<file path="src/include/shift_test_pkg.sv">
package shift_test_pkg;

  // datapath geometry
  localparam int unsigned DATA_W  = 16;
  localparam int unsigned PAIR_W  = 32;
  localparam int unsigned REG_NUM = 8;
  localparam int unsigned IDX_W   = 3;
  localparam int unsigned CNT_W   = 8;
  localparam int unsigned IMM_W   = 5;

  // effective count ceilings
  localparam logic [CNT_W-1:0] SINGLE_LL_MAX = 8'h11;
  localparam logic [CNT_W-1:0] PAIR_LL_MAX   = 8'h21;
  localparam logic [CNT_W-1:0] RIGHT_AR_MAX  = 8'h10;

  // values after reset
  localparam logic [DATA_W-1:0] REG_RESET = 16'h0000;
  localparam logic [CNT_W-1:0]  CNT_RESET = 8'h00;

  typedef enum logic [2:0] {
    OP_LEFT_LOGICAL_SINGLE,
    OP_LEFT_LOGICAL_PAIR,
    OP_LEFT_SHIFT_TEST_SINGLE,
    OP_LEFT_SHIFT_TEST_PAIR,
    OP_RIGHT_ARITH_SINGLE
  } shift_op_t;

  typedef struct packed {
    shift_op_t              op;
    logic [IDX_W-1:0]       operand_reg_field;
    logic [IDX_W-1:0]       count_reg_field;
    logic                   use_imm;
    logic [IMM_W-1:0]       imm_count;
  } shift_cmd_t;

  typedef struct packed {
    logic carry;
    logic overflow;
    logic even;
    logic negative;
    logic zero;
  } ind_t;

  localparam ind_t IND_RESET = '0;

  function automatic logic is_pair(input shift_op_t op);
    return (op == OP_LEFT_LOGICAL_PAIR) || (op == OP_LEFT_SHIFT_TEST_PAIR);
  endfunction

  function automatic logic is_test(input shift_op_t op);
    return (op == OP_LEFT_SHIFT_TEST_SINGLE) || (op == OP_LEFT_SHIFT_TEST_PAIR);
  endfunction

endpackage

</file>
<file path="src/design/ind_eval.sv">
`timescale 1ns/100ps
module ind_eval #(
  parameter int unsigned W = 16
) (
  // value under test
  input  wire logic [W-1:0] value_i,
  // result indicators
  output logic              even_o,
  output logic              negative_o,
  output logic              zero_o
);

  // even tests the low-order bit, negative the sign bit
  assign even_o     = ~value_i[0];
  assign negative_o = value_i[W-1];
  assign zero_o     = (value_i == '0);

endmodule // ind_eval

</file>
<file path="src/design/left_shift_test_unit.sv">
`timescale 1ns/100ps
// Notes on behaviour
// - single left shift, immediate or low-byte register count
// - count register kept unless same as operand
// - single register count above 17 acts as 17
// - carry is last bit out; zero count clears
// - overflow cleared, set if sign ever changed
// - single shift indicators follow operand result
// - pair left shift, immediate or register count
// - named register is the high half
// - register seven pairs with register zero
// - zero count leaves pair unaltered
// - pair carry cleared, then last bit out
// - pair overflow cleared, set on sign change
// - pair register count above 33 acts as 33
// - count register kept unless inside the pair
// - pair indicators follow the whole 32 bits
// - test shift stops when a one leaves
// - early stop writes remaining count, low byte
// - coinciding registers end holding remaining count
// - test indicators follow the count register
// - pair test takes counts zero through 255
// - arithmetic right, clamp 16, carry/overflow kept
module left_shift_test_unit
  import shift_test_pkg::*;
(
  // clock and reset
  input  wire logic              clk_sys_i,
  input  wire logic              resetn_i,
  // command from the decoder
  input  wire logic              start_i,
  input  wire shift_cmd_t        cmd_i,
  output logic                   ready_o,
  output logic                   done_o,
  // condition indicators
  output ind_t                   ind_o,
  // general register access
  input  wire logic              rf_wr_en_i,
  input  wire logic [IDX_W-1:0]  rf_wr_idx_i,
  input  wire logic [DATA_W-1:0] rf_wr_data_i,
  input  wire logic [IDX_W-1:0]  rf_rd_idx_i,
  output logic [DATA_W-1:0]      rf_rd_data_o
);

  typedef enum logic [1:0] {
    ST_IDLE,
    ST_SHIFT,
    ST_COMMIT
  } state_t;

  state_t            state_q;
  logic [DATA_W-1:0] regs_q [REG_NUM];
  logic [DATA_W-1:0] rd_data_q;
  shift_cmd_t        cmd_q;
  logic [PAIR_W-1:0] acc_q;
  logic [CNT_W-1:0]  cnt_left_q;
  logic [CNT_W-1:0]  cnt_init_q;
  logic              carry_w_q;
  logic              ovf_w_q;
  logic              early_q;
  logic              done_q;
  ind_t              ind_q;

  logic              accept;
  logic [IDX_W-1:0]  s_lo_idx;
  logic [CNT_W-1:0]  reg_cnt;
  logic [CNT_W-1:0]  raw_cnt;
  logic [CNT_W-1:0]  eff_cnt;
  logic [PAIR_W-1:0] load_val;

  logic [IDX_W-1:0]  r1_idx;
  logic [IDX_W-1:0]  lo_idx;
  logic [IDX_W-1:0]  r2_idx;
  logic              shifting;
  logic              out_bit;
  logic              r2_hit;
  logic [DATA_W-1:0] r2_base;
  logic [DATA_W-1:0] r2_final;
  logic [DATA_W-1:0] ind_val16;

  logic              ev16;
  logic              ng16;
  logic              zr16;
  logic              ev32;
  logic              ng32;
  logic              zr32;

  assign accept = start_i && (state_q == ST_IDLE);

  // start-time decode
  // pair index wraps
  assign s_lo_idx = IDX_W'(cmd_i.operand_reg_field + 3'h1);
  assign reg_cnt  = regs_q[cmd_i.count_reg_field][CNT_W-1:0];
  assign raw_cnt  = cmd_i.use_imm ? {3'h0, cmd_i.imm_count} : reg_cnt;

  always_comb begin
    case (cmd_i.op)
      OP_LEFT_LOGICAL_SINGLE: begin
        eff_cnt = (raw_cnt > SINGLE_LL_MAX) ? SINGLE_LL_MAX : raw_cnt;
      end
      OP_LEFT_LOGICAL_PAIR: begin
        eff_cnt = (raw_cnt > PAIR_LL_MAX) ? PAIR_LL_MAX : raw_cnt;
      end
      OP_LEFT_SHIFT_TEST_SINGLE,
      OP_LEFT_SHIFT_TEST_PAIR: begin
        eff_cnt = reg_cnt;
      end
      OP_RIGHT_ARITH_SINGLE: begin
        eff_cnt = ({3'h0, cmd_i.imm_count} > RIGHT_AR_MAX) ? RIGHT_AR_MAX : {3'h0, cmd_i.imm_count};
      end
      default: begin
        eff_cnt = CNT_RESET;
      end
    endcase
  end

  always_comb begin
    if (is_pair(cmd_i.op)) begin
      load_val = {regs_q[cmd_i.operand_reg_field], regs_q[s_lo_idx]};
    end else begin
      load_val = {regs_q[cmd_i.operand_reg_field], {DATA_W{1'b0}}};
    end
  end

  // working decode
  assign r1_idx   = cmd_q.operand_reg_field;
  assign lo_idx   = IDX_W'(cmd_q.operand_reg_field + 3'h1);
  assign r2_idx   = cmd_q.count_reg_field;
  assign shifting = (state_q == ST_SHIFT) && (cnt_left_q != CNT_RESET);
  assign out_bit  = acc_q[PAIR_W-1];

  // sequencer
  always_ff @(posedge clk_sys_i) begin
    if (!resetn_i) begin
      state_q <= ST_IDLE;
    end else begin
      case (state_q)
        ST_IDLE: begin
          if (start_i) begin
            state_q <= ST_SHIFT;
          end
        end
        ST_SHIFT: begin
          // early stop on a one out
          if (!shifting || (is_test(cmd_q.op) && out_bit)) begin
            state_q <= ST_COMMIT;
          end
        end
        ST_COMMIT: begin
          state_q <= ST_IDLE;
        end
        default: begin
          state_q <= ST_IDLE;
        end
      endcase
    end
  end

  // command and count capture
  always_ff @(posedge clk_sys_i) begin
    if (!resetn_i) begin
      cmd_q      <= '0;
      cnt_init_q <= CNT_RESET;
    end else if (accept) begin
      cmd_q      <= cmd_i;
      cnt_init_q <= eff_cnt;
    end
  end

  // one bit per cycle shifter
  always_ff @(posedge clk_sys_i) begin
    if (!resetn_i) begin
      acc_q      <= '0;
      cnt_left_q <= CNT_RESET;
      early_q    <= 1'b0;
    end else if (accept) begin
      acc_q      <= load_val;
      cnt_left_q <= eff_cnt;
      early_q    <= 1'b0;
    end else if (shifting) begin
      // the one that ends a test shift still leaves the top
      if (cmd_q.op == OP_RIGHT_ARITH_SINGLE) begin
        acc_q <= {acc_q[PAIR_W-1], acc_q[PAIR_W-1:1]};
      end else begin
        acc_q <= {acc_q[PAIR_W-2:0], 1'b0};
      end
      cnt_left_q <= cnt_left_q - 8'h01;
      // stop once a one has left
      if (is_test(cmd_q.op) && out_bit) begin
        early_q <= 1'b1;
      end
    end
  end

  // carry and overflow tracking
  always_ff @(posedge clk_sys_i) begin
    if (!resetn_i) begin
      carry_w_q <= 1'b0;
      ovf_w_q   <= 1'b0;
    end else if (accept) begin
      carry_w_q <= 1'b0;
      ovf_w_q   <= 1'b0;
    end else if (shifting && cmd_q.op != OP_RIGHT_ARITH_SINGLE && !(is_test(cmd_q.op) && carry_w_q)) begin
      // last bit out of the top
      carry_w_q <= out_bit;
      if (acc_q[PAIR_W-1] != acc_q[PAIR_W-2]) begin
        ovf_w_q <= 1'b1;
      end
    end
  end

  // final count-source register value
  always_comb begin
    r2_hit = (r2_idx == r1_idx) || (is_pair(cmd_q.op) && r2_idx == lo_idx);
    if (r2_idx == r1_idx) begin
      r2_base = acc_q[PAIR_W-1:DATA_W];
    end else if (is_pair(cmd_q.op) && r2_idx == lo_idx) begin
      r2_base = acc_q[DATA_W-1:0];
    end else begin
      r2_base = regs_q[r2_idx];
    end
    // only the low byte takes the count
    if (early_q || r2_hit) begin
      r2_final = {r2_base[DATA_W-1:CNT_W], cnt_left_q};
    end else begin
      r2_final = r2_base;
    end
  end

  // test ops report the count register
  assign ind_val16 = is_test(cmd_q.op) ? r2_final : acc_q[PAIR_W-1:DATA_W];

  ind_eval #(
    .W (DATA_W)
  ) u_ind16 (
    .value_i    (ind_val16),
    .even_o     (ev16),
    .negative_o (ng16),
    .zero_o     (zr16)
  );

  ind_eval #(
    .W (PAIR_W)
  ) u_ind32 (
    .value_i    (acc_q),
    .even_o     (ev32),
    .negative_o (ng32),
    .zero_o     (zr32)
  );

  // indicator update at commit
  always_ff @(posedge clk_sys_i) begin
    if (!resetn_i) begin
      ind_q <= IND_RESET;
    end else if (state_q == ST_COMMIT) begin
      if (cmd_q.op != OP_RIGHT_ARITH_SINGLE) begin
        ind_q.carry    <= carry_w_q;
        ind_q.overflow <= ovf_w_q;
      end
      if (cmd_q.op == OP_LEFT_LOGICAL_PAIR) begin
        ind_q.even     <= ev32;
        ind_q.negative <= ng32;
        ind_q.zero     <= zr32;
      end else begin
        ind_q.even     <= ev16;
        ind_q.negative <= ng16;
        ind_q.zero     <= zr16;
      end
    end
  end

  // general registers: external writes only while idle
  always_ff @(posedge clk_sys_i) begin
    if (!resetn_i) begin
      for (int i = 0; i < REG_NUM; i++) begin
        regs_q[i] <= REG_RESET;
      end
    end else if (state_q == ST_IDLE && rf_wr_en_i) begin
      regs_q[rf_wr_idx_i] <= rf_wr_data_i;
    end else if (state_q == ST_COMMIT) begin
      // zero count writes back unchanged value
      regs_q[r1_idx] <= acc_q[PAIR_W-1:DATA_W];
      if (is_pair(cmd_q.op)) begin
        regs_q[lo_idx] <= acc_q[DATA_W-1:0];
      end
      if (is_test(cmd_q.op)) begin
        regs_q[r2_idx] <= r2_final;
      end
    end
  end

  always_ff @(posedge clk_sys_i) begin
    if (!resetn_i) begin
      rd_data_q <= REG_RESET;
      done_q    <= 1'b0;
    end else begin
      rd_data_q <= regs_q[rf_rd_idx_i];
      done_q    <= (state_q == ST_COMMIT);
    end
  end

  assign ready_o      = (state_q == ST_IDLE);
  assign done_o       = done_q;
  assign ind_o        = ind_q;
  assign rf_rd_data_o = rd_data_q;
endmodule // left_shift_test_unit

</file>
<file path="config.mk">
export PLATFORM = sky130hd
export DESIGN_NAME = left_shift_test_unit
export DESIGN_NICKNAME = d
export VERILOG_FILES = /design/src/include/shift_test_pkg.sv /design/src/design/ind_eval.sv /design/src/design/left_shift_test_unit.sv
export SDC_FILE = /design/constraint.sdc
export NUM_CORES = 1
export LEC_CHECK = 0
export BUFFER_PORTS_ARGS = -buffer_cell sky130_fd_sc_hd__buf_2
export CORE_MARGIN = 4
export CORE_UTILIZATION = 63
export DETAILED_ROUTE_END_ITERATION = 6
export GPL_TIMING_DRIVEN = 0
export PLACE_DENSITY = 0.87
export SLEW_MARGIN = 10
export SYNTH_ARGS = -nofsm -noshare
export SYNTH_HDL_FRONTEND = slang
export SYNTH_SLANG_ARGS = --single-unit
</file>
<file path="constraint.sdc">
create_clock -name clk_sys_i -period 4 [get_ports clk_sys_i]
set_input_delay 0.6 -clock clk_sys_i [delete_from_list [all_inputs] [get_ports clk_sys_i]]
set_output_delay 0.6 -clock clk_sys_i [all_outputs]
set_load 0.05 [all_outputs]
</file>
==> results.json <==
{
  "yosysTopAreaCell": "edfxtp_1",
  "cp-start-kind": "flip-flop",
  "arrival_ps": 4450,
  "max_stage_delay_ps": 710,
  "drive_gt1_share_pct": 17.0,
  "muxShareOfSynthArea_pct": 24.6,
  "overflow": 0,
  "endpoint_kind": "flip-flop",
  "synth.distinct_cells": 59,
  "fin_crit_sh_pct": 101,
  "grt_pass1_vias": 14623,
  "first_iter_violations": 3146,
  "status": "finished, violations left",
  "port_buffers": 56,
  "synthSimpleGateAreaFrac_pct": 14.3,
  "ant_nets": 0,
  "ir_worst_vdd_mv": 0.294,
  "p_leak_nw": 5.67,
  "num_antenna_cells": 0,
  "synth_cells": 1575,
  "ios": 64,
  "finalNetCount": 1703,
  "synth.area.top_cells": "edfxtp_1, mux4_2, dfxtp_1",
  "dr.pass1.iters": 7,
  "cts_made_buffers": 24,
  "cp_slowest_cell": "mux2i_2",
  "hold_class": "primary input to flip-flop",
  "syn_nets": 1621,
  "hold_violations": 0,
  "min_period_ps": 4060,
  "synth_warnings": 0,
  "maxCapViolCount": 0,
  "dieArea_sq_mm": 0.0266,
  "clock-sinks": 207,
  "fillers": 1860,
  "final.setup.worst_slack_ps": -59.9,
  "place_congestion": 1.10,
  "fp.dieH_microns": 163,
  "crit_start": "r1_idx[1]$_SDFFE_PN0P_",
  "place_hpwl_mm": 48.3,
  "syn2layout_area_growth_pct": 10.3,
  "worstSetupEndpoint": "ind_o[0]$_SDFFE_PN0P_",
  "r2r_start": "r1_idx[1]$_SDFFE_PN0P_",
  "p_total_mw": 7.21,
  "tritoncts": "yes",
  "clkLatencyLatePin_ps": 540,
  "rows": 56,
  "grt_pass1_wl_mm": 91.8,
  "synthArstFlopShare_pct": 0,
  "routed_wirelength_mm": 61.9,
  "synth.most_common_cell": "nand2_1",
  "synth_edf_count": 128,
  "synth_top_area_share_pct": 25.3,
  "die_w_microns": 163,
  "track_usage_pct": 46.3,
  "powerDensity_mw_per_mm2": 431,
  "ys.flop_type": "edfxtp_1",
  "pre_cts_slack_ps": -144,
  "violations": "setup timing",
  "rsz0062_at_grt": "yes",
  "cts.path.max_buffers": 3,
  "grt_max_degree": 17,
  "synthAdderAreaFrac_pct": 0.412,
  "synth.avg_cell_area_sq_um": 9.63,
  "required_ps": 4390,
  "clock-root-buffer": "clkbuf_16",
  "synth_common_cells": "nand2_1, a22oi_1, mux4_2, nor2_1, edfxtp_1",
  "slew_violations": 0,
  "synth.yosys.seq_area_share_pct": 35.8,
  "crit_type": "flip-flop to flip-flop",
  "syn_area_sq_mm": 0.0152,
  "path_cells": "ha_1, clkbuf_1, xor2_1, nor4_4, nor3_2, mux2i_2, a2111oi_0, a41oi_1, a21oi_1",
  "synthXorXnorAreaFrac_pct": 0.676,
  "holdWs_ps": 379,
  "start_util_pct": 64.2,
  "finalSetupViolCount": 2,
  "critPathMaxFanout": 10,
  "coreArea_sq_mm": 0.0236,
  "relSlewSlack_pct": 23.4,
  "num_vias": 15200,
  "synth-compound-area-share_pct": 19.8,
  "fin_setup_tns_ps": -62.9,
  "ff2ff_setup_slack_ps": -60,
  "r2r_end": "ind_o[0]$_SDFFE_PN0P_",
  "synth_top_family_by_area": "multiplexers",
  "htreeDepth": 1,
  "fmax_mhz": 246,
  "via_per_inst": 7.62,
  "fin_skew_ps": 14.1,
  "worstMarginPinSlew_ps": 1150,
  "worstRegToRegCells": 9,
  "wl_per_cell_microns": 31.0,
  "yosys_register_bits": 207,
  "postCtsHoldBufs": 0,
  "clk_pin_slew_worst_paths_ps": 60,
  "drc": 0,
  "antenna_found_initial": 0
}
## cell type report
cell class | count | area (sq um) | share of cell area [%]
inverters | 13 | 48.8 | 0.292
repair buffers | 56 | 280 | 1.67
flip-flops and latches | 207 | 5430 | 32.4
multi-input cells | 1197 | 9130 | 54.5
well taps | 319 | 399 | 2.39
clock inverters | 10 | 123 | 0.733
plain buffers | 158 | 627 | 3.75
clock buffers | 34 | 704 | 4.21
## kinds of logic after synthesis
group           after synthesis
flops                       207
xor+xnor                     10
compound gates              471
mux                         199
simple gates                512
buf+inv                     171
fa+ha+maj                     5
## what timing repair did
item / 4_1_cts / 5_1_grt
cloned: 0 / 0
pin swaps: 0 / 0
buffers inserted: 0 / 0
setup endpoints to repair: 65 / 95
gates resized for setup: 6 / 8
## metrics by stage
step,instances,util (%),instance area [sq um]
2_1_floorplan,1575,-,15200
3_3_place_gp,1950,67.1,15800
3_5_place_dp,1950,67.1,15800
4_1_cts,1994,70.7,16700
5_1_grt,1994,70.9,16700
6_report,1994,70.9,16700
## placed cells by master (no fill, tap or decap), drive strengths merged, types with 13 or more instances in the layout
cell type,instances
a31oi,21
mux4,136
inv,13
nand3,14
nor2,131
buf,89
nor3,17
o21ai,115
dfxtp,79
a22oi,141
clkbuf,159
mux2i,52
a21oi,125
a311oi,15
nand2,281
edfxtp,128
o221a,16
## power by group
part / internal [mW] / total [mW] / switching [mW]
Clock: 1.41 / 2.35 / 0.936
Sequential: 2.45 / 2.72 / 0.269
Combinational: 0.686 / 2.14 / 1.45
Total: 4.55 / 7.21 / 2.66
## how the worst min path moves through the flow
| stage | slack (ps) | cells after the start | start | to |
|---|---|---|---|---|
| after floorplan | 440 | 2 | ovf_w_q$_SDFFE_PP0P_ | ovf_w_q$_SDFFE_PP0P_ |
| after global placement | 440 | 2 | ind_o[1]$_SDFFE_PN0P_ | ind_o[1]$_SDFFE_PN0P_ |
| after detailed placement | 450 | 2 | ind_o[1]$_SDFFE_PN0P_ | ind_o[1]$_SDFFE_PN0P_ |
| after CTS | 380 | 3 | cmd_i[0] | cnt_left_q[0]$_SDFFE_PN0P_ |
| after global routing | 410 | 3 | cmd_i[0] | cnt_left_q[0]$_SDFFE_PN0P_ |
| final | 380 | 3 | cmd_i[0] | cnt_left_q[0]$_SDFFE_PN0P_ |
## critical path, delay by kind of cell, from the launching register on
kind,cells,cell delay [ps]
buffers and inverters,1,490
AO/OA/AOI/OAI,3,840
XOR/XNOR,1,220
multiplexers,1,710
adder cells (fa/ha/maj),1,330
flip-flops,1,420
AND/OR/NAND/NOR,2,890
## state kept, by name, summed over array words and instances, names as in the netlist, 2 cells and up, named ones only
signal and cells:
r1_idx 3, r2_idx 3, acc_q 32, ind_o 5, cmd_q 3, regs_q 128, state_q 2, cnt_left_q 8
rf_rd_data_o 16
## routing by layer
layer  share of wire, %  global-route usage, %  vias to the layer above
li1                   -                      -                     6229
met1                 32                   58.0                     7163
met2                 43                   69.2                     1497
met3                 18                   19.2                      311
met4                6.4                   24.1                        0
met5                  0                      0                        -
No activity file was read; power rests on OpenSTA's default activity.
